### config.mk
export PLATFORM = sky130hd
export DESIGN_NAME = pmsa_phy_regs
export DESIGN_NICKNAME = d
export VERILOG_FILES = /design/src/pmsa_pkg.sv /design/src/pmsa_phy_regs.sv
export SDC_FILE = /design/constraint.sdc
export NUM_CORES = 1
export LEC_CHECK = 0
export BUFFER_PORTS_ARGS = -buffer_cell sky130_fd_sc_hd__buf_2
export CAP_MARGIN = 10
export CORE_AREA = 2 2 110 112
export CTS_BUF_LIST = sky130_fd_sc_hd__clkbuf_8
export DETAILED_ROUTE_END_ITERATION = 8
export DIE_AREA = 0 0 112 114
export PLACE_DENSITY = 0.59
export RECOVER_POWER = 25
export REMOVE_ABC_BUFFERS = 1
export SLEW_MARGIN = 20
export SYNTH_ARGS = -nofsm -noshare
export SYNTH_HDL_FRONTEND = slang
export SYNTH_SLANG_ARGS = --single-unit
### constraint.sdc
create_clock -name clk_sys -period 5.15 [get_ports clk_sys]
set_input_delay 1.545 -clock clk_sys [delete_from_list [all_inputs] [get_ports clk_sys]]
set_output_delay 1.545 -clock clk_sys [all_outputs]
set_load 0.05 [all_outputs]
### src/pmsa_pkg.sv
// Package of constants and types for the PHY status and ability registers
package pmsa_pkg;

   // ---------------------------------------------------------------
   // Register addresses inside each PHY
   // ---------------------------------------------------------------
   localparam logic [4:0] REG_BASIC_STATUS = 5'h01;
   localparam logic [4:0] REG_ID_UPPER = 5'h02;
   localparam logic [4:0] REG_ID_LOWER = 5'h03;
   localparam logic [4:0] REG_AN_ADVERT = 5'h04;
   localparam logic [4:0] REG_PARTNER = 5'h05;

   // ---------------------------------------------------------------
   // Default management addresses of the two PHYs
   // ---------------------------------------------------------------
   localparam logic [4:0] PHY_ADDR_PORT1_RST = 5'h01;
   localparam logic [4:0] PHY_ADDR_PORT2_RST = 5'h02;

   // ---------------------------------------------------------------
   // Field positions and fixed values
   // ---------------------------------------------------------------
   localparam int STAT_AN_DONE_BIT = 5;
   localparam int STAT_FAULT_BIT = 4;
   localparam int STAT_AN_ABLE_BIT = 3;
   localparam int STAT_LINK_BIT = 2;
   localparam logic [3:0] STAT_SPEED_CAPS = 4'hf;
   localparam int STAT_CAPS_LSB = 11;
   localparam int ABIL_PAUSE_BIT = 10;
   localparam int ABIL_LSB = 5;
   localparam logic [4:0] ADV_SELECTOR = 5'h01;
   localparam logic [4:0] ADV_ABIL_RST = 5'h1f;
   localparam logic [4:0] PARTNER_ABIL_RST = 5'h00;

   // ---------------------------------------------------------------
   // Management frame fields
   // ---------------------------------------------------------------
   localparam logic [1:0] OP_READ = 2'h2;
   localparam logic [1:0] OP_WRITE = 2'h1;
   localparam logic [5:0] PREAMBLE_BITS = 6'h20;
   localparam logic [4:0] ADDR_LAST_BIT = 5'h09;
   localparam logic [4:0] DATA_LAST_BIT = 5'h0f;
   localparam logic [4:0] READ_RELEASE = 5'h10;

   // Frame phases as seen by the responding PHY
   typedef enum logic [2:0] {
      ST_PREAMBLE,
      ST_START,
      ST_OPCODE,
      ST_ADDRESS,
      ST_TURN,
      ST_READ_DATA,
      ST_WRITE_DATA
   } pmsa_state_t;

endpackage : pmsa_pkg

### src/pmsa_phy_regs.sv
// Management register file of the two PHYs behind a sampled MDC/MDIO port
`timescale 1ns/100ps

// What this block does
// [RULE_01] Status bit 15 always reads zero: no four-pair 100 Mbps ability.
// [RULE_02] Status bits 14 to 11 always read one: all four speed modes.
// [RULE_03] Status bit 5 shows negotiation done, bit 2 link up; both reset zero.
// [RULE_04] Status bit 4 shows a far-end fault on the port; resets zero.
// [RULE_05] Status bit 3 follows the port's negotiation enable, default one.
// [RULE_06] Status bit 0 always reads zero: no extended register set.
// [RULE_07] Address 2 returns the fixed upper identifier word; writes ignored.
// [RULE_08] Address 3 returns the fixed lower identifier word; writes ignored.
// [RULE_09] Advertisement bit 10, pause, writable, resets one, mirrors port control.
// [RULE_10] Advertisement bit 8, 100 full duplex, writable, resets one.
// [RULE_11] Advertisement bit 7, 100 half duplex, writable, resets one.
// [RULE_12] Advertisement bit 6, 10 full duplex, writable, resets one.
// [RULE_13] Advertisement bit 5, 10 half duplex, writable, resets one.
// [RULE_14] Partner bit 10 shows received pause ability, read only, resets zero.
// [RULE_15] Partner bit 8 shows partner 100 full ability, read only, resets zero.
// [RULE_16] Partner bit 7 shows partner 100 half ability, read only, resets zero.
// [RULE_17] Partner bit 6 shows partner 10 full ability, read only, resets zero.
// [RULE_18] Partner bit 5 shows partner 10 half ability, read only, resets zero.
// [RULE_19] Selector field reads fixed 802.3 code; partner bits 4 to 0 zero.
// [RULE_20] Reserved and unsupported bits read zero and ignore writes.
// [RULE_21] Port 1 answers address 1, port 2 address 2; both reprogrammable.
module pmsa_phy_regs #(
   parameter logic [15:0] ID_UPPER = 16'h1234, // Arbitrary value
   parameter logic [15:0] ID_LOWER = 16'h5678, // Arbitrary value
   parameter int PREAMBLE_LEN = 32
) (
   // Clock and reset
   input wire logic clk_sys,
   input wire logic rst,
   // Management link pins
   input wire logic mdc,
   input wire logic mdio_in,
   output logic mdio_out,
   output logic mdio_oe,
   // Management address programming
   input wire logic addr_override,
   input wire logic [4:0] phy_addr_port1,
   input wire logic [4:0] phy_addr_port2,
   // Live per-port status, index 0 is port 1
   input wire logic [1:0] link_up,
   input wire logic [1:0] autoneg_done_flag,
   input wire logic [1:0] far_end_fault,
   input wire logic [1:0] autoneg_enable,
   input wire logic [9:0] partner_abil,
   // Port control side of the advertisement bits
   input wire logic [1:0] ctl_adv_we,
   input wire logic [9:0] ctl_adv_wdata,
   output logic [9:0] adv_abil
);

   // ---------------------------------------------------------------
   // Elaboration checks
   // ---------------------------------------------------------------
   if (PREAMBLE_LEN < 1 || PREAMBLE_LEN > 32) begin : g_bad_pre
      $error("PREAMBLE_LEN must lie between 1 and 32");
   end

   localparam logic [5:0] PRE_NEED = 6'(PREAMBLE_LEN);

   // ---------------------------------------------------------------
   // Pin synchronisers and clock edge finder
   // ---------------------------------------------------------------
   logic mdc_s1_reg, mdc_s2_reg, mdc_prev_reg;
   logic mdio_s1_reg, mdio_s2_reg;
   logic mdc_rise;

   // Two stages on each pin; only the second stage is looked at
   always_ff @(posedge clk_sys or posedge rst) begin
      if (rst) begin
         mdc_s1_reg <= 1'b0;
         mdc_s2_reg <= 1'b0;
         mdc_prev_reg <= 1'b0;
         mdio_s1_reg <= 1'b1;
         mdio_s2_reg <= 1'b1;
      end else begin
         mdc_s1_reg <= mdc;
         mdc_s2_reg <= mdc_s1_reg;
         mdc_prev_reg <= mdc_s2_reg;
         mdio_s1_reg <= mdio_in;
         mdio_s2_reg <= mdio_s1_reg;
      end
   end

   // Data and clock share equal latency, so sampling stays aligned
   assign mdc_rise = mdc_s2_reg & ~mdc_prev_reg;

   // ---------------------------------------------------------------
   // Snapshot of live port status
   // ---------------------------------------------------------------
   logic [1:0] link_reg, an_done_reg, fault_reg, an_en_reg;
   logic [9:0] partner_reg;

   // [RULE_03] status capture from reset
   // Registered so every live bit starts from its documented reset value
   always_ff @(posedge clk_sys or posedge rst) begin
      if (rst) begin
         link_reg <= 2'h0;
         an_done_reg <= 2'h0;
         fault_reg <= 2'h0;
         an_en_reg <= 2'h3;
      end else begin
         link_reg <= link_up;
         an_done_reg <= autoneg_done_flag;
         fault_reg <= far_end_fault;
         an_en_reg <= autoneg_enable;
      end
   end

   // [RULE_14] partner ability capture
   // Bits 4:0 of each port half carry pause, 100F, 100H, 10F, 10H
   always_ff @(posedge clk_sys or posedge rst) begin
      if (rst) begin
         partner_reg <= {pmsa_pkg::PARTNER_ABIL_RST,
                         pmsa_pkg::PARTNER_ABIL_RST};
      end else begin
         partner_reg <= partner_abil;
      end
   end

   // ---------------------------------------------------------------
   // Frame decoder state
   // ---------------------------------------------------------------
   pmsa_pkg::pmsa_state_t state_reg;
   logic [5:0] pre_cnt_reg;
   logic [4:0] bit_cnt_reg;
   logic [1:0] op_reg;
   logic [8:0] addr_sr_reg;
   logic is_read_reg;
   logic port_sel_reg;
   logic [4:0] reg_sel_reg;
   logic [15:0] rd_sr_reg;
   logic [14:0] wr_sr_reg;
   logic [9:0] adv_reg;
   logic [4:0] addr1, addr2;
   logic [9:0] addr_full;
   logic hit1, hit2, reg_ok, op_ok;
   logic wr_commit;
   logic [15:0] wr_word;

   // [RULE_21] address match per port
   assign addr1 = addr_override ? phy_addr_port1 :
                  pmsa_pkg::PHY_ADDR_PORT1_RST;
   assign addr2 = addr_override ? phy_addr_port2 :
                  pmsa_pkg::PHY_ADDR_PORT2_RST;
   assign addr_full = {addr_sr_reg, mdio_s2_reg};
   assign hit1 = (addr_full[9:5] == addr1);
   assign hit2 = (addr_full[9:5] == addr2);
   // Other register numbers belong to neighbouring logic; stay silent
   assign reg_ok = (addr_full[4:0] >= pmsa_pkg::REG_BASIC_STATUS) &&
                   (addr_full[4:0] <= pmsa_pkg::REG_PARTNER);
   assign op_ok = (op_reg == pmsa_pkg::OP_READ) ||
                  (op_reg == pmsa_pkg::OP_WRITE);
   assign wr_word = {wr_sr_reg, mdio_s2_reg};
   assign wr_commit = mdc_rise && (state_reg == pmsa_pkg::ST_WRITE_DATA) &&
                      (bit_cnt_reg == pmsa_pkg::DATA_LAST_BIT);

   // ---------------------------------------------------------------
   // Read word assembly
   // ---------------------------------------------------------------
   // Reserved bit just above the four speed ability bits in a word
   localparam int ABIL_HI = pmsa_pkg::ABIL_LSB + 4;
   function automatic logic [15:0] read_word(input logic p,
                                             input logic [4:0] ra);
      logic [15:0] w;
      w = 16'h0000;
      case (ra)
         pmsa_pkg::REG_BASIC_STATUS: begin
            // [RULE_01] bit 15 left zero
            // [RULE_02] fixed speed abilities
            w[pmsa_pkg::STAT_CAPS_LSB +: 4] = pmsa_pkg::STAT_SPEED_CAPS;
            // [RULE_03] done and link bits
            w[pmsa_pkg::STAT_AN_DONE_BIT] = an_done_reg[p];
            w[pmsa_pkg::STAT_LINK_BIT] = link_reg[p];
            // [RULE_04] far-end fault bit
            w[pmsa_pkg::STAT_FAULT_BIT] = fault_reg[p];
            // [RULE_05] follows negotiation enable
            w[pmsa_pkg::STAT_AN_ABLE_BIT] = an_en_reg[p];
            // [RULE_06] bit 0 left zero
         end
         // [RULE_07] upper identifier
         pmsa_pkg::REG_ID_UPPER: w = ID_UPPER;
         // [RULE_08] lower identifier
         pmsa_pkg::REG_ID_LOWER: w = ID_LOWER;
         pmsa_pkg::REG_AN_ADVERT: begin
            w[ABIL_HI:pmsa_pkg::ABIL_LSB + 2] = p ? adv_reg[9:7] :
                                                    adv_reg[4:2];
            w[pmsa_pkg::ABIL_LSB + 1 -: 2] = p ? adv_reg[6:5] :
                                                 adv_reg[1:0];
            // [RULE_19] fixed selector
            w[4:0] = pmsa_pkg::ADV_SELECTOR;
         end
         pmsa_pkg::REG_PARTNER: begin
            // [RULE_15] partner speeds with pause above
            // [RULE_16] partner 100 half from capture
            // [RULE_17] partner 10 full from capture
            // [RULE_18] partner 10 half from capture
            w[ABIL_HI:pmsa_pkg::ABIL_LSB + 2] = p ? partner_reg[9:7] :
                                                    partner_reg[4:2];
            w[pmsa_pkg::ABIL_LSB + 1 -: 2] = p ? partner_reg[6:5] :
                                                 partner_reg[1:0];
         end
         default: w = 16'h0000;
      endcase
      // [RULE_20] reserved bits 9 and 15:11 of ability words
      if (ra == pmsa_pkg::REG_AN_ADVERT || ra == pmsa_pkg::REG_PARTNER) begin
         w[9] = 1'b0;
         w[15:11] = 5'h00;
         w[pmsa_pkg::ABIL_PAUSE_BIT] = (ra == pmsa_pkg::REG_AN_ADVERT) ?
            (p ? adv_reg[9] : adv_reg[4]) :
            (p ? partner_reg[9] : partner_reg[4]);
         w[8:5] = (ra == pmsa_pkg::REG_AN_ADVERT) ?
            (p ? adv_reg[8:5] : adv_reg[3:0]) :
            (p ? partner_reg[8:5] : partner_reg[3:0]);
      end
      return w;
   endfunction : read_word

   // ---------------------------------------------------------------
   // Frame sequencer, advanced on each sampled MDC rise
   // ---------------------------------------------------------------
   always_ff @(posedge clk_sys or posedge rst) begin
      if (rst) begin
         state_reg <= pmsa_pkg::ST_PREAMBLE;
         pre_cnt_reg <= 6'h00;
         bit_cnt_reg <= 5'h00;
         op_reg <= 2'h0;
         addr_sr_reg <= 9'h000;
         is_read_reg <= 1'b0;
         port_sel_reg <= 1'b0;
         reg_sel_reg <= 5'h00;
      end else if (mdc_rise) begin
         case (state_reg)
            pmsa_pkg::ST_PREAMBLE: begin
               // A zero after enough ones is the first start bit
               if (mdio_s2_reg) begin
                  if (pre_cnt_reg < PRE_NEED) begin
                     pre_cnt_reg <= pre_cnt_reg + 6'h01;
                  end
               end else begin
                  pre_cnt_reg <= 6'h00;
                  if (pre_cnt_reg >= PRE_NEED) begin
                     state_reg <= pmsa_pkg::ST_START;
                  end
               end
            end
            pmsa_pkg::ST_START: begin
               bit_cnt_reg <= 5'h00;
               state_reg <= mdio_s2_reg ? pmsa_pkg::ST_OPCODE :
                                          pmsa_pkg::ST_PREAMBLE;
            end
            pmsa_pkg::ST_OPCODE: begin
               op_reg <= {op_reg[0], mdio_s2_reg};
               bit_cnt_reg <= bit_cnt_reg + 5'h01;
               if (bit_cnt_reg == 5'h01) begin
                  bit_cnt_reg <= 5'h00;
                  state_reg <= pmsa_pkg::ST_ADDRESS;
               end
            end
            pmsa_pkg::ST_ADDRESS: begin
               addr_sr_reg <= addr_full[8:0];
               bit_cnt_reg <= bit_cnt_reg + 5'h01;
               if (bit_cnt_reg == pmsa_pkg::ADDR_LAST_BIT) begin
                  bit_cnt_reg <= 5'h00;
                  is_read_reg <= (op_reg == pmsa_pkg::OP_READ);
                  port_sel_reg <= ~hit1;
                  reg_sel_reg <= addr_full[4:0];
                  // Frames for other PHYs are ignored until a new preamble
                  state_reg <= ((hit1 || hit2) && reg_ok && op_ok) ?
                     pmsa_pkg::ST_TURN : pmsa_pkg::ST_PREAMBLE;
               end
            end
            pmsa_pkg::ST_TURN: begin
               bit_cnt_reg <= bit_cnt_reg + 5'h01;
               if (is_read_reg) begin
                  bit_cnt_reg <= 5'h00;
                  state_reg <= pmsa_pkg::ST_READ_DATA;
               end else if (bit_cnt_reg == 5'h01) begin
                  bit_cnt_reg <= 5'h00;
                  state_reg <= pmsa_pkg::ST_WRITE_DATA;
               end
            end
            pmsa_pkg::ST_READ_DATA: begin
               bit_cnt_reg <= bit_cnt_reg + 5'h01;
               if (bit_cnt_reg == pmsa_pkg::READ_RELEASE) begin
                  state_reg <= pmsa_pkg::ST_PREAMBLE;
               end
            end
            pmsa_pkg::ST_WRITE_DATA: begin
               bit_cnt_reg <= bit_cnt_reg + 5'h01;
               if (bit_cnt_reg == pmsa_pkg::DATA_LAST_BIT) begin
                  state_reg <= pmsa_pkg::ST_PREAMBLE;
               end
            end
            default: state_reg <= pmsa_pkg::ST_PREAMBLE;
         endcase
      end
   end

   // ---------------------------------------------------------------
   // Read shifter and pin drive
   // ---------------------------------------------------------------
   // Drive changes three system clocks after MDC rises, leaving most of an MDC period of setup
   always_ff @(posedge clk_sys or posedge rst) begin
      if (rst) begin
         rd_sr_reg <= 16'h0000;
         mdio_out <= 1'b0;
         mdio_oe <= 1'b0;
      end else if (mdc_rise) begin
         if (state_reg == pmsa_pkg::ST_TURN && is_read_reg) begin
            // Second turnaround bit: drive zero, freeze the word now
            mdio_oe <= 1'b1;
            mdio_out <= 1'b0;
            rd_sr_reg <= read_word(port_sel_reg, reg_sel_reg);
         end else if (state_reg == pmsa_pkg::ST_READ_DATA &&
                      bit_cnt_reg != pmsa_pkg::READ_RELEASE) begin
            mdio_out <= rd_sr_reg[15];
            rd_sr_reg <= {rd_sr_reg[14:0], 1'b0};
         end else begin
            mdio_oe <= 1'b0;
            mdio_out <= 1'b0;
         end
      end
   end

   // Write data collected most significant bit first
   always_ff @(posedge clk_sys or posedge rst) begin
      if (rst) begin
         wr_sr_reg <= 15'h0000;
      end else if (mdc_rise && state_reg == pmsa_pkg::ST_WRITE_DATA) begin
         wr_sr_reg <= wr_word[14:0];
      end
   end

   // ---------------------------------------------------------------
   // Advertisement bits
   // ---------------------------------------------------------------
   // [RULE_09] shared with port control
   // Management write wins a same-cycle clash with the port control side
   always_ff @(posedge clk_sys or posedge rst) begin
      if (rst) begin
         // [RULE_10] all ability bits reset to one
         adv_reg <= {pmsa_pkg::ADV_ABIL_RST, pmsa_pkg::ADV_ABIL_RST};
      end else begin
         for (int i = 0; i < 2; i++) begin
            // [RULE_11] write of 100 half and the rest
            if (wr_commit && reg_sel_reg == pmsa_pkg::REG_AN_ADVERT &&
                port_sel_reg == 1'(i)) begin
               // [RULE_12] bits 10 and 8:5 taken; others dropped
               adv_reg[i*5 +: 5] <= {wr_word[pmsa_pkg::ABIL_PAUSE_BIT],
                                     wr_word[8:5]};
            end else if (ctl_adv_we[i]) begin
               // [RULE_13] port control mirror path
               adv_reg[i*5 +: 5] <= ctl_adv_wdata[i*5 +: 5];
            end
         end
      end
   end

   // Advertised abilities go to the negotiation logic of each port
   assign adv_abil = adv_reg;

endmodule : pmsa_phy_regs

Yosys cells after proc, flatten, opt, wreduce, memory -nomap -nowiden:

Cells that the tools add are included.

* logic and storage cells: 146
* latch bits: 0
* bits in read-only memories: 0
* register bits: 93
* bits in writable memories: 0
* memories: 0

* magnitude comparators: 5
* add/sub/neg operators: 2
* bitwise gates (word level): 4
* divide/modulo/power cells: 0
* shift operators: 0
* eq/ne operators: 29
* reductions and logical operators: 28
* multipliers: 0
* multiplexer cells: 54

Operator list (count)
* $mux 5: 9
* $mux 3: 11
* $mux 16: 2
* $pmux 5 s5: 1
* $pmux 3 s7: 1
* $mux 1: 17
* $pmux 4 s4: 1
* $ne 2x2->1 const B: 7
* $mux 4: 3
* $mux 6: 2
* $pmux 4 s3: 1
* $eq 5x1->1 const B: 2
* $eq 5x2->1 const B: 2
* $eq 5x3->1 const B: 2
* $eq 5x4->1 const B: 2
* $eq 5x5->1: 2
* $logic_and 1x1->1: 10
* $mux 10: 1
* $reduce_and 2->1: 5
* $eq 3x3->1 const B: 3
* $pmux 3 s3: 1
* $reduce_and 8->1: 1
* $add 6x1->6 const B: 1
* $eq 3x2->1 const B: 2
* other kinds (23): 33

Depth between registers and ports, before layout:

Gate-level depths: netlist of run 1.

* depth after elaboration: 8
* depth in mapped cells: 8
* depth with buffers taken out: 7

Worst setup path after synthesis of run 1:

OpenSTA, ideal clock, no wires.

* path type: input -> register
* from: in addr_override
* to: reg state_reg[2]
* arrival time: 2.556 ns
* slack: 2.498 ns
* buffers on the path: 1
* stages on the path: 6
* cell sequence: clkbuf_1 nor4bb_1 nand2_1 a31oi_1 a22oi_1 o32ai_2

* word-level cells in the longest chain between the ends: 8
* elaborated cells on any way between the ends: 10

RTL lines
* start: declaration: RTL line pmsa_phy_regs.sv:40 `input wire logic addr_override,`
* $mux 5, on equally long branches: RTL line pmsa_phy_regs.sv:145, pmsa_phy_regs.sv:147
* $eq 5x5->1, on equally long branches: RTL line pmsa_phy_regs.sv:150, pmsa_phy_regs.sv:151
* $logic_or 1x1->1 (*): RTL line pmsa_phy_regs.sv:272 `state_reg <= ((hit1 || hit2) && reg_ok && op_ok) ?`
* $logic_and 1x1->1 (*) (2 in a row): RTL line pmsa_phy_regs.sv:272
* $mux 3 (*): RTL line pmsa_phy_regs.sv:272
* $mux 3 (*): RTL line pmsa_phy_regs.sv:266 `if (bit_cnt_reg == pmsa_pkg::ADDR_LAST_BIT) begin`
* $pmux 3 s7 (*): RTL line pmsa_phy_regs.sv:236 `case (state_reg)`
* end signal: assignment: RTL line pmsa_phy_regs.sv:246 `state_reg <= pmsa_pkg::ST_START;`
* end signal: assignment: RTL line pmsa_phy_regs.sv:272
* end signal: assignment: RTL line pmsa_phy_regs.sv:280 `state_reg <= pmsa_pkg::ST_READ_DATA;`
* end: declaration: RTL line pmsa_phy_regs.sv:127 `pmsa_pkg::pmsa_state_t state_reg;`

Mark *: on every way between the ends. The rest lies on a longest branch, timed or not. The select of a mux whose other input is x is not followed.
A chain may end at the register's enable or synchronous reset.

==> metrics.txt, run 1 <==
status=complete, but fails checks; failing checks=capacitance limit, slew limit; die height=114 µm; maximum clock rate=337.1 MHz; max FFs per register=16; reg-to-reg startpoint=state_reg[0]; clock root buffer=clkbuf_8; dominant cell type by area after synthesis=dfrtp_1; DRC errors left=0; Inserted Diodes=0; cell count after synthesis=395; initial antenna violation count=0; sequential fraction of the synthesis area=0.5195; worst path cell trace=buf_2 > clkinvlp_2 > buf_4; Worst Path Arrival=3.40 ns; via count of the first global-routing pass=3,198; Avg Cell Area, Syn=11.43 µm²; part of the power in registers=0.520; total core area=11,710 µm²; Worst path max stage delay=0.99 ns; fin crit share=0.5760; maxcap violations=1; synth warn=0; first-pass detailed-route iteration total=4; clock skew=0.008391 ns; Bufs on Longest Clock Path=2; reg-to-reg slack, setup=2.63 ns; prevailing post-synth register cell=dfrtp_1; clock latency on the worst-skew pair=0.36 ns; CP max stage cell=clkinvlp_2; endpoints failing setup=0; Leakage=0.002317 µW; proportion of power drawn by the clock network=0.254; cell with the most instances after synthesis=dfrtp_1; Distinct cells, synth=65; hold violation total from the final report=0; post-CTS sizing=0; Critical path buffers and inverters=3; largest net degree at the start of global routing=56; sum of negative setup slack=0 ns; H-tree level count=3; post-synth top area share=0.4380; CTS buffer count=9; gpl congestion=0.8363; DP Wirelength=6506 µm; die footprint=12,770 µm²; Fill cells=1,144; Slew HR=-0.1652; Detailed Route WL=9401 µm; Sw Share=0.3253; synthesized flop and latch total=93; placed inst area=4905 µm²; Peak VDD IR=0.1857 mV; unrepaired setup endpoints after global routing=no; DRT iter0 DRCs=234; largest cells by area after synthesis=dfrtp_1 (44%), mux2_2 (12%), dfstp_2 (8.2%); Final min period=2.967 ns; Hold Buf Count CTS=0; Synth Cell Area=4513 µm²; delay-heaviest family, CP=buffers and inverters; Hold Path Class=reg -> reg; Net Switching=602.8 µW; DR vias=3,179; hold path depth=0; synth cell count leaders=dfrtp_1 (79), mux2_2 (49), nand2_1 (26), nor2_1 (26), o21ai_0 (18); Via density=5.334; final antenna-violating net count=0; CTS tree=done; Int Pwr=1251 µW; routed len/inst=15.77 µm; Worst R2R Path Depth=5; Logic pwr share=0.226; total grt overflow=0; CP Launch Type=primary input; Crit path required time=5.58 ns; P&R area growth vs syn=12.89%; Chip Width=112 µm; Sink Count=93; R2R Path End=reg_sel_reg[4]; crit path capture type=async pin; fraction of layout cells with a size suffix above 1=0.3274; HP Start=mdio_s1_reg; Initial Util=0.3854; Setup Buffers After CTS=0; Min-Delay Endpoint=mdio_s2_reg; crit-path max FO=55; Slew @ Worst Pin=1.738 ns; Worst-path clk slew=0.09 ns; Top-Level Pins=57; crit path kind=in -> async; Core Rows=40; fin area=5095 µm²; power per cell area=363.8 nW/µm²; fraction of registers with async set/reset=1.000; nets@finish=496; first-pass GRT wire length=15,960 µm; gr usage total=0.1565; I/O Buffers=56; EDFF count, synth=0; Slew Viols, Final=40
area by class of cell:
| type | instances | area (µm²) | area share |
|---|---|---|---|
| multi-input cells | 265 | 2021 | 0.3966 |
| clock inverters | 7 | 61.31 | 0.01203 |
| repair buffers | 59 | 299.0 | 0.05869 |
| clock buffers | 9 | 123.9 | 0.02431 |
| flip-flops and latches | 93 | 2345 | 0.4602 |
| inverters | 16 | 61.31 | 0.01203 |
| well taps | 147 | 183.9 | 0.03610 |
layout by cell type, fill, tap and decap left out, types with 4 or more instances in the layout:
cell type,synthesis,layout
nor2_1,26,26
nand4_1,7,7
inv_1,13,16
a21oi_1,14,14
ha_1,7,7
nor4_1,4,4
dfstp_2,14,14
o21ai_1,5,5
nor3_1,7,7
nand2b_1,5,5
buf_2,8,56
o22ai_1,8,8
xnor2_1,4,4
a31oi_1,4,4
nand3_1,7,7
or3_1,4,4
clkbuf_8,0,9
mux2i_1,9,9
nand2_1,26,26
o21ai_0,18,18
mux2_2,49,49
dfrtp_1,79,79
xor2_1,5,5
metrics by stage:
step	hold WS (ns)	worst slack, ns	power (µW)	utilization	instances
after detailed placement	0.3468	2.288	1395	0.4188	580
after global routing	0.3718	1.812	1970	0.4350	596
after CTS	0.3608	2.394	1870	0.4346	596
final	0.3606	2.183	1853	0.4350	596
after global placement	0.3461	2.320	1380	0.4188	580
after floorplan	0.3312	1.208	1267	-	374
worst reg2reg max path: stages, from the launching register on:
cell      delay, ns
dfrtp_1        0.74
inv_1          0.24
nor3_1         0.24
clkbuf_1       0.47
nand2_1        0.36
mux2_2         0.35
kinds of logic after synthesis:
family	share of synthesized area
mux	0.1472
buf+inv	0.03465
simple gates	0.1339
fa+ha+maj	0.01941
flops	0.5195
xor+xnor	0.01746
compound gates	0.1278
power groups by stage:
stage	Combinational, µW	Sequential (µW)	Clock (µW)
finish	418	965	470
global route	470	988	512
CTS	419	965	485
detailed placement	416	979	0
global placement	407	973	0
floorplan	296	971	0
how the worst max path moves through the flow:
stage / startpoint / to / slack (ns) / cells past startpoint
after floorplan: rst / addr_sr_reg[0] / 1.21 / 1
after global placement: rst / wr_sr_reg[1] / 2.32 / 3
after detailed placement: rst / wr_sr_reg[1] / 2.29 / 3
after CTS: adv_abil[0] / adv_abil[0] / 2.39 / 1
after global routing: rst / wr_sr_reg[2] / 1.81 / 3
final: rst / an_done_reg[1] / 2.18 / 3
routing by layer:
metal / share of wire / up-vias / track usage
li1: - / 1536 / -
met1: 0.48 / 1578 / 0.2153
met2: 0.47 / 55 / 0.2493
met3: 0.037 / 10 / 0.03454
met4: 0.014 / 0 / 0.04959
met5: 0 / - / 0
Note: power is estimated with default switching activity, not from simulation.
==> run 2, diff against run 1 <==
Settings changed: ABC_AREA set to 1, CORE_AREA 2 2 110 112 to 2 2 112 114, DIE_AREA 0 0 112 114 to 0 0 114 116.
Clock period 5.15 ns to 3.04 ns, I/O delays scaled along.
==> run 2 against run 1 <==
The run now ends clean. Die area up 3.6%. Non-clock buffer count down 1. Worst hold slack worse by 0.0036 ns. Largest cell class unchanged. Highest routed layer unchanged.
==> metrics.txt, run 2 <==
Overall Power=3215 µW (was 1853 µW); synthesized flop and latch total=93 (unchanged); Sink Count=93 (unchanged); first-pass GRT wire length=17,820 µm (was 15,960 µm); CP max stage cell=dfstp_2 (was clkinvlp_2); worst path cell trace=buf_2 (was buf_2 > clkinvlp_2 > buf_4); Worst R2R Path Depth=8 (was 5); DR vias=3,861 (was 3,179); Final min period=2.143 ns; Chip Width=114 µm (was 112 µm); clock root buffer=clkbuf_8 (unchanged); synth warn=0 (unchanged); Critical path buffers and inverters=1 (was 3); maximum clock rate=466.6 MHz; met3 Track Usage GR=0.04446 (was 0.03454); dpl ws=1.120 ns (was 2.288 ns); highest-count cells in the layout ignoring fill and taps=nand2_1 (191), dfrtp_1 (79), inv_1 (63), buf_2 (56), nor2_1 (40) (was dfrtp_1 (79), buf_2 (56), mux2_2 (49), nor2_1 (26), nand2_1 (26)); cell with the most instances after synthesis=nand2_1 (was dfrtp_1); final antenna-violating net count=0 (unchanged); CTS buffer count=9 (unchanged); reg-to-reg slack, setup=1.12 ns (was 2.63 ns); R2R Path End=rd_sr_reg[5] (was reg_sel_reg[4]); cell count after synthesis=587 (was 395); post-synth top area share=0.4177 (was 0.4380); dominant cell type by area after synthesis=dfrtp_1 (unchanged); Crit path required time=2.13 ns (was 5.58 ns); maxcap violations=0 (was 1); Slew HR=0.2105 (was -0.1652); sum of negative setup slack=0 ns (unchanged); CP Launch Type=flop (was primary input); Worst Path Arrival=1.23 ns (was 3.40 ns); DRT iter0 DRCs=264 (was 234); endpoints failing setup=0 (unchanged); DP Wirelength=7836 µm (was 6506 µm); fraction of layout cells with a size suffix above 1=0.1891 (was 0.3274); total grt overflow=0 (unchanged); Setup Buffers After CTS=0 (unchanged); DRC errors left=0 (unchanged); I/O Buffers=56 (unchanged); EDFF count, synth=0 (unchanged); Avg Cell Area, Syn=8.064 µm² (was 11.43 µm²); Slew Viols, Final=0 (was 40); nets@finish=692 (was 496); fin crit share=0.7050; sequential fraction of the synthesis area=0.4954 (was 0.5195); hold violation total from the final report=0 (unchanged); initial antenna violation count=0 (unchanged); Most Used Layer, Global Route=met2 (unchanged); Bufs on Longest Clock Path=2 (unchanged); Initial Util=0.3974 (was 0.3854); delay-heaviest family, CP=flip-flops (was buffers and inverters); status=completed (was complete, but fails checks); total core area=11,910 µm² (was 11,710 µm²); Fill cells=1,213 (was 1,144); die footprint=13,220 µm² (was 12,770 µm²); CTS tree=done (unchanged); gr usage total=0.1729 (was 0.1565); Hold Buf Count CTS=0 (unchanged); prevailing post-synth register cell=dfrtp_1 (unchanged); die height=116 µm (was 114 µm); Peak VDD IR=0.3227 mV (was 0.1857 mV); largest cells by area after synthesis=dfrtp_1 (42%), nand2_1 (15%), dfstp_2 (7.8%) (was dfrtp_1 (44%), mux2_2 (12%), dfstp_2 (8.2%)); post-CTS sizing=0 (unchanged); power per cell area=606.1 nW/µm² (was 363.8 nW/µm²); Slew @ Worst Pin=1.178 ns (was 1.738 ns); grt met2 use=0.2810 (was 0.2493); fraction of registers with async set/reset=1.000 (unchanged); largest net degree at the start of global routing=46 (was 56); met1 usage=0.2261 (was 0.2153); H-tree level count=3 (unchanged); crit path kind=reg -> out (was in -> async); routed len/inst=13.34 µm (was 15.77 µm); reg-to-reg startpoint=state_reg[0] (unchanged); Detailed Route WL=10,570 µm (was 9401 µm); gpl congestion=0.8577 (was 0.8363); synth cell count leaders=nand2_1 (191), dfrtp_1 (79), inv_1 (62) (was dfrtp_1 (79), mux2_2 (49), nand2_1 (26), nor2_1 (26), o21ai_0 (18)); fin area=5305 µm² (was 5095 µm²); hold path depth=0 (unchanged); Inserted Diodes=0 (unchanged); Via density=4.875 (was 5.334); clock latency on the worst-skew pair=0.38 ns (was 0.36 ns); setup ws final=0.8968 ns (was 2.183 ns); Worst-path clk slew=0.09 ns (about the same); Core Rows=40 (unchanged); HP Start=mdc_s1_reg (was mdio_s1_reg); crit-path max FO=3 (was 55); leading cell type in the layout, fill and taps excluded=nand2_1 (was dfrtp_1); unrepaired setup endpoints after global routing=no (unchanged); via count of the first global-routing pass=3,710 (was 3,198); Synth Cell Area=4733 µm² (was 4513 µm²); P&R area growth vs syn=12.08% (was 12.89%); Distinct cells, synth=37 (was 65); clock skew=0.01738 ns (was 0.008391 ns); Leakage=0.002690 µW (was 0.002317 µW); placed inst area=5124 µm² (was 4905 µm²); Worst path max stage delay=0.58 ns (was 0.99 ns); Top-Level Pins=57 (unchanged); max FFs per register=16 (unchanged); Min-Delay Endpoint=mdc_s2_reg (was mdio_s2_reg); first-pass detailed-route iteration total=4 (unchanged); crit path capture type=output pin (was async pin); Hold Path Class=reg -> reg (unchanged)
-- run 2: cells by family (layout without fill, tap and decap cells) --
logic type      after synthesis  count (layout)  share of synthesized area
compound gates               78              78                    0.08829
mux                           6               6                    0.01269
simple gates                316             316                     0.3040
xor+xnor                      3               3                   0.005552
flops                        93              93                     0.4954
buf+inv                      84             142                    0.07560
fa+ha+maj                     7               7                    0.01850
-- run 2: power breakdown --
group	switching, µW	internal, µW
clock	432	338
combinational	551	286
sequential	162	1450
-- run 2: cell type report --
class	count	area, µm²	area share
inverter	68	256.5	0.04835
multi-input combinational	410	2031	0.3828
clock buffer	11	151.4	0.02854
timing repair buffer	58	307.8	0.05802
sequential	93	2345	0.4420
tap	147	183.9	0.03467
clock inverter	5	30.03	0.005660
-- run 2: layer usage --
layer	wire length, µm	share of wire
met1	5073	0.48
met2	4982	0.47
met3	348	0.033
met5	0	0
met4	164	0.016
-- run 2: per-stage QoR --
stage | instances | utilization | hold WS [ns]
finish | 792 | 0.4454 | 0.3570
global route | 792 | 0.4454 | 0.3651
CTS | 792 | 0.4454 | 0.3584
detailed placement | 776 | 0.4301 | 0.3365
global placement | 776 | 0.4301 | 0.3398
floorplan | 571 | - | 0.3312
-- run 2: how the worst max path moves through the flow --
| stage | startpoint | end | slack (ns) | cells past startpoint |
|---|---|---|---|---|
| after detailed placement | addr_override | state_reg[2] | 1.12 | 10 |
| final | adv_abil[9] | adv_abil[9] | 0.90 | 1 |
| after CTS | adv_abil[6] | adv_abil[6] | 0.87 | 1 |
| after global routing | adv_abil[7] | adv_abil[7] | 0.85 | 1 |
| after floorplan | rst | addr_sr_reg[0] | -0.27 | 1 |
| after global placement | state_reg[0] | rd_sr_reg[5] | 1.11 | 8 |
==> run 3, diff against run 2 <==
Clock period 3.04 ns to 2.15 ns, I/O delays scaled along.
==> run 3 against run 2 <==
Non-clock buffer count increased by 1. First-iteration DRC count increased by 19%. Global-route usage decreased by 0.40 points. Setup slack got worse by 0.60 ns. Combinational power increased by 41%. Sequential power increased by 40%. Sequential cell count unchanged. Utilization increased by 0.23 points. Clock skew decreased by 0.0034 ns. Die area unchanged. Design area increased by 0.52%. Critical path type unchanged.
==> metrics.txt, run 3 (synthesized netlist as in run 2, its figures left out) <==
worst path cell trace=buf_2 (unchanged); hold_ws=0.2913 ns (was 0.3570 ns); DR vias=3,867 (was 3,861); final antenna-violating net count=0 (unchanged); total core area=11,910 µm² (unchanged); power per cell area=856.8 nW/µm² (was 606.1 nW/µm²); R2R Path End=rd_sr_reg[14] (was rd_sr_reg[5]); critical path depth=1 (unchanged); Core Rows=40 (unchanged); first-pass detailed-route iteration total=4 (unchanged); CTS tree=done (unchanged); leading cell type in the layout, fill and taps excluded=nand2_1 (unchanged); Bufs on Longest Clock Path=2 (unchanged); H-tree level count=3 (unchanged); Peak VDD IR=0.4919 mV (was 0.3227 mV); met1 usage=0.2304 (was 0.2261); CP Launch Point=adv_abil[9] (unchanged); Final min period=1.854 ns; endpoints failing setup=0 (unchanged); unrepaired setup endpoints after global routing=no (unchanged); fraction of layout cells with a size suffix above 1=0.1935 (was 0.1891); Overall Power=4569 µW (was 3215 µW); DP Wirelength=7691 µm (was 7836 µm); largest net degree at the start of global routing=58 (was 46); P&R area growth vs syn=12.66% (was 12.08%); total grt overflow=0 (unchanged); Worst Path Arrival=1.21 ns (was 1.23 ns); Setup Buffers After CTS=0 (unchanged); clock skew=0.01396 ns (was 0.01738 ns); reg-to-reg slack, setup=0.37 ns (was 1.12 ns); Hold Buf Count CTS=0 (unchanged); routed len/inst=13.02 µm (was 13.34 µm); Via density=4.876 (was 4.875); Slew Viols, Final=0 (unchanged); Leakage=0.002692 µW (was 0.002690 µW); crit path kind=reg -> out (unchanged); Slew HR=0.5892 (was 0.2105); die footprint=13,220 µm² (unchanged); maxcap violations=0 (unchanged); Worst R2R Path Depth=7 (was 8); Inserted Diodes=0 (unchanged); non-filler instance count after layout=793 (was 792); gr usage total=0.1690 (was 0.1729); fin util=0.4477 (was 0.4454); DRC errors left=0 (unchanged); Worst-path clk slew=0.10 ns (was 0.09 ns); first-pass GRT wire length=17,680 µm (was 17,820 µm); nets@finish=693 (was 692); max FFs per register=16 (unchanged); met3 Track Usage GR=0.03766 (was 0.04446); gpl congestion=0.8820 (was 0.8577); initial antenna violation count=0 (unchanged); grt met2 use=0.2679 (was 0.2810); clock latency on the worst-skew pair=0.38 ns (about the same); Hold Path Class=in -> async (was reg -> reg); delay-heaviest family, CP=flip-flops (unchanged); highest-count cells in the layout ignoring fill and taps=nand2_1 (191), dfrtp_1 (79), inv_1 (61), buf_2 (56), nor2_1 (40) (was nand2_1 (191), dfrtp_1 (79), inv_1 (63), buf_2 (56), nor2_1 (40)); Top-Level Pins=57 (unchanged); CP Capture Point=adv_abil[9] (unchanged); I/O Buffers=56 (unchanged); hold violation total from the final report=0 (unchanged); Slew @ Worst Pin=0.6128 ns (was 1.178 ns); fin crit share=0.8623; placed cell count=777 (was 776); Chip Width=114 µm (unchanged); Worst path max stage delay=0.57 ns (was 0.58 ns); via count of the first global-routing pass=3,745 (was 3,710); maximum clock rate=539.4 MHz; reg-to-reg startpoint=state_reg[1] (was state_reg[0]); CP max stage cell=dfstp_2 (unchanged); Initial Util=0.3974 (unchanged); Critical path buffers and inverters=1 (unchanged); sum of negative setup slack=0 ns (unchanged); Crit path required time=1.50 ns (was 2.13 ns); Detailed Route WL=10,320 µm (was 10,570 µm); status=completed (unchanged); DRT iter0 DRCs=315 (was 264); crit path capture type=output pin (unchanged); post-CTS sizing=0 (unchanged); Sink Count=93 (unchanged); clock root buffer=clkbuf_8 (unchanged); Most Used Layer, Global Route=met2 (unchanged); CP Launch Type=flop (unchanged); crit-path max FO=3 (unchanged); die height=116 µm (unchanged); CTS buffer count=9 (unchanged)
run 3: worst min path at each step:
stage                    to  startpoint  slack, ns
6_report       wr_sr_reg[0]         rst       0.29
5_1_grt        wr_sr_reg[2]         rst       0.30
4_1_cts        wr_sr_reg[8]         rst       0.16
3_5_place_dp     mdc_s2_reg  mdc_s1_reg       0.34
3_3_place_gp     mdc_s2_reg  mdc_s1_reg       0.34
2_1_floorplan    mdc_s2_reg  mdc_s1_reg       0.33
run 3: per-stage QoR:
step | cell area, µm² | setup WS [ns]
floorplan | 4631 | -0.8921
global placement | 5144 | 0.4367
detailed placement | 5144 | 0.3735
CTS | 5333 | 0.2678
global route | 5333 | 0.1950
finish | 5333 | 0.2960
run 3: layout make-up:
type / count / area (µm²)
flip-flops and latches: 93 / 2345
inverters: 68 / 256.5
fillers: 1188 / 6579
well taps: 147 / 183.9
clock buffers: 9 / 123.9
multi-input cells: 410 / 2031
clock inverters: 7 / 65.06
repair buffers: 59 / 327.8
run 3: power by group:
group	internal [µW]	switching (µW)	leakage [µW]	total, µW
combinational	407	776	0.00142	1180
clock	448	673	0.0000943	1120
sequential	2040	220	0.00118	2260
total	2900	1670	0.00269	4570
run 3: per-layer routing:
layer	vias to the layer above	share of wire
li1	1979	-
met3	10	0.042
met2	73	0.47
met5	-	0
met4	0	0.012
met1	1805	0.48
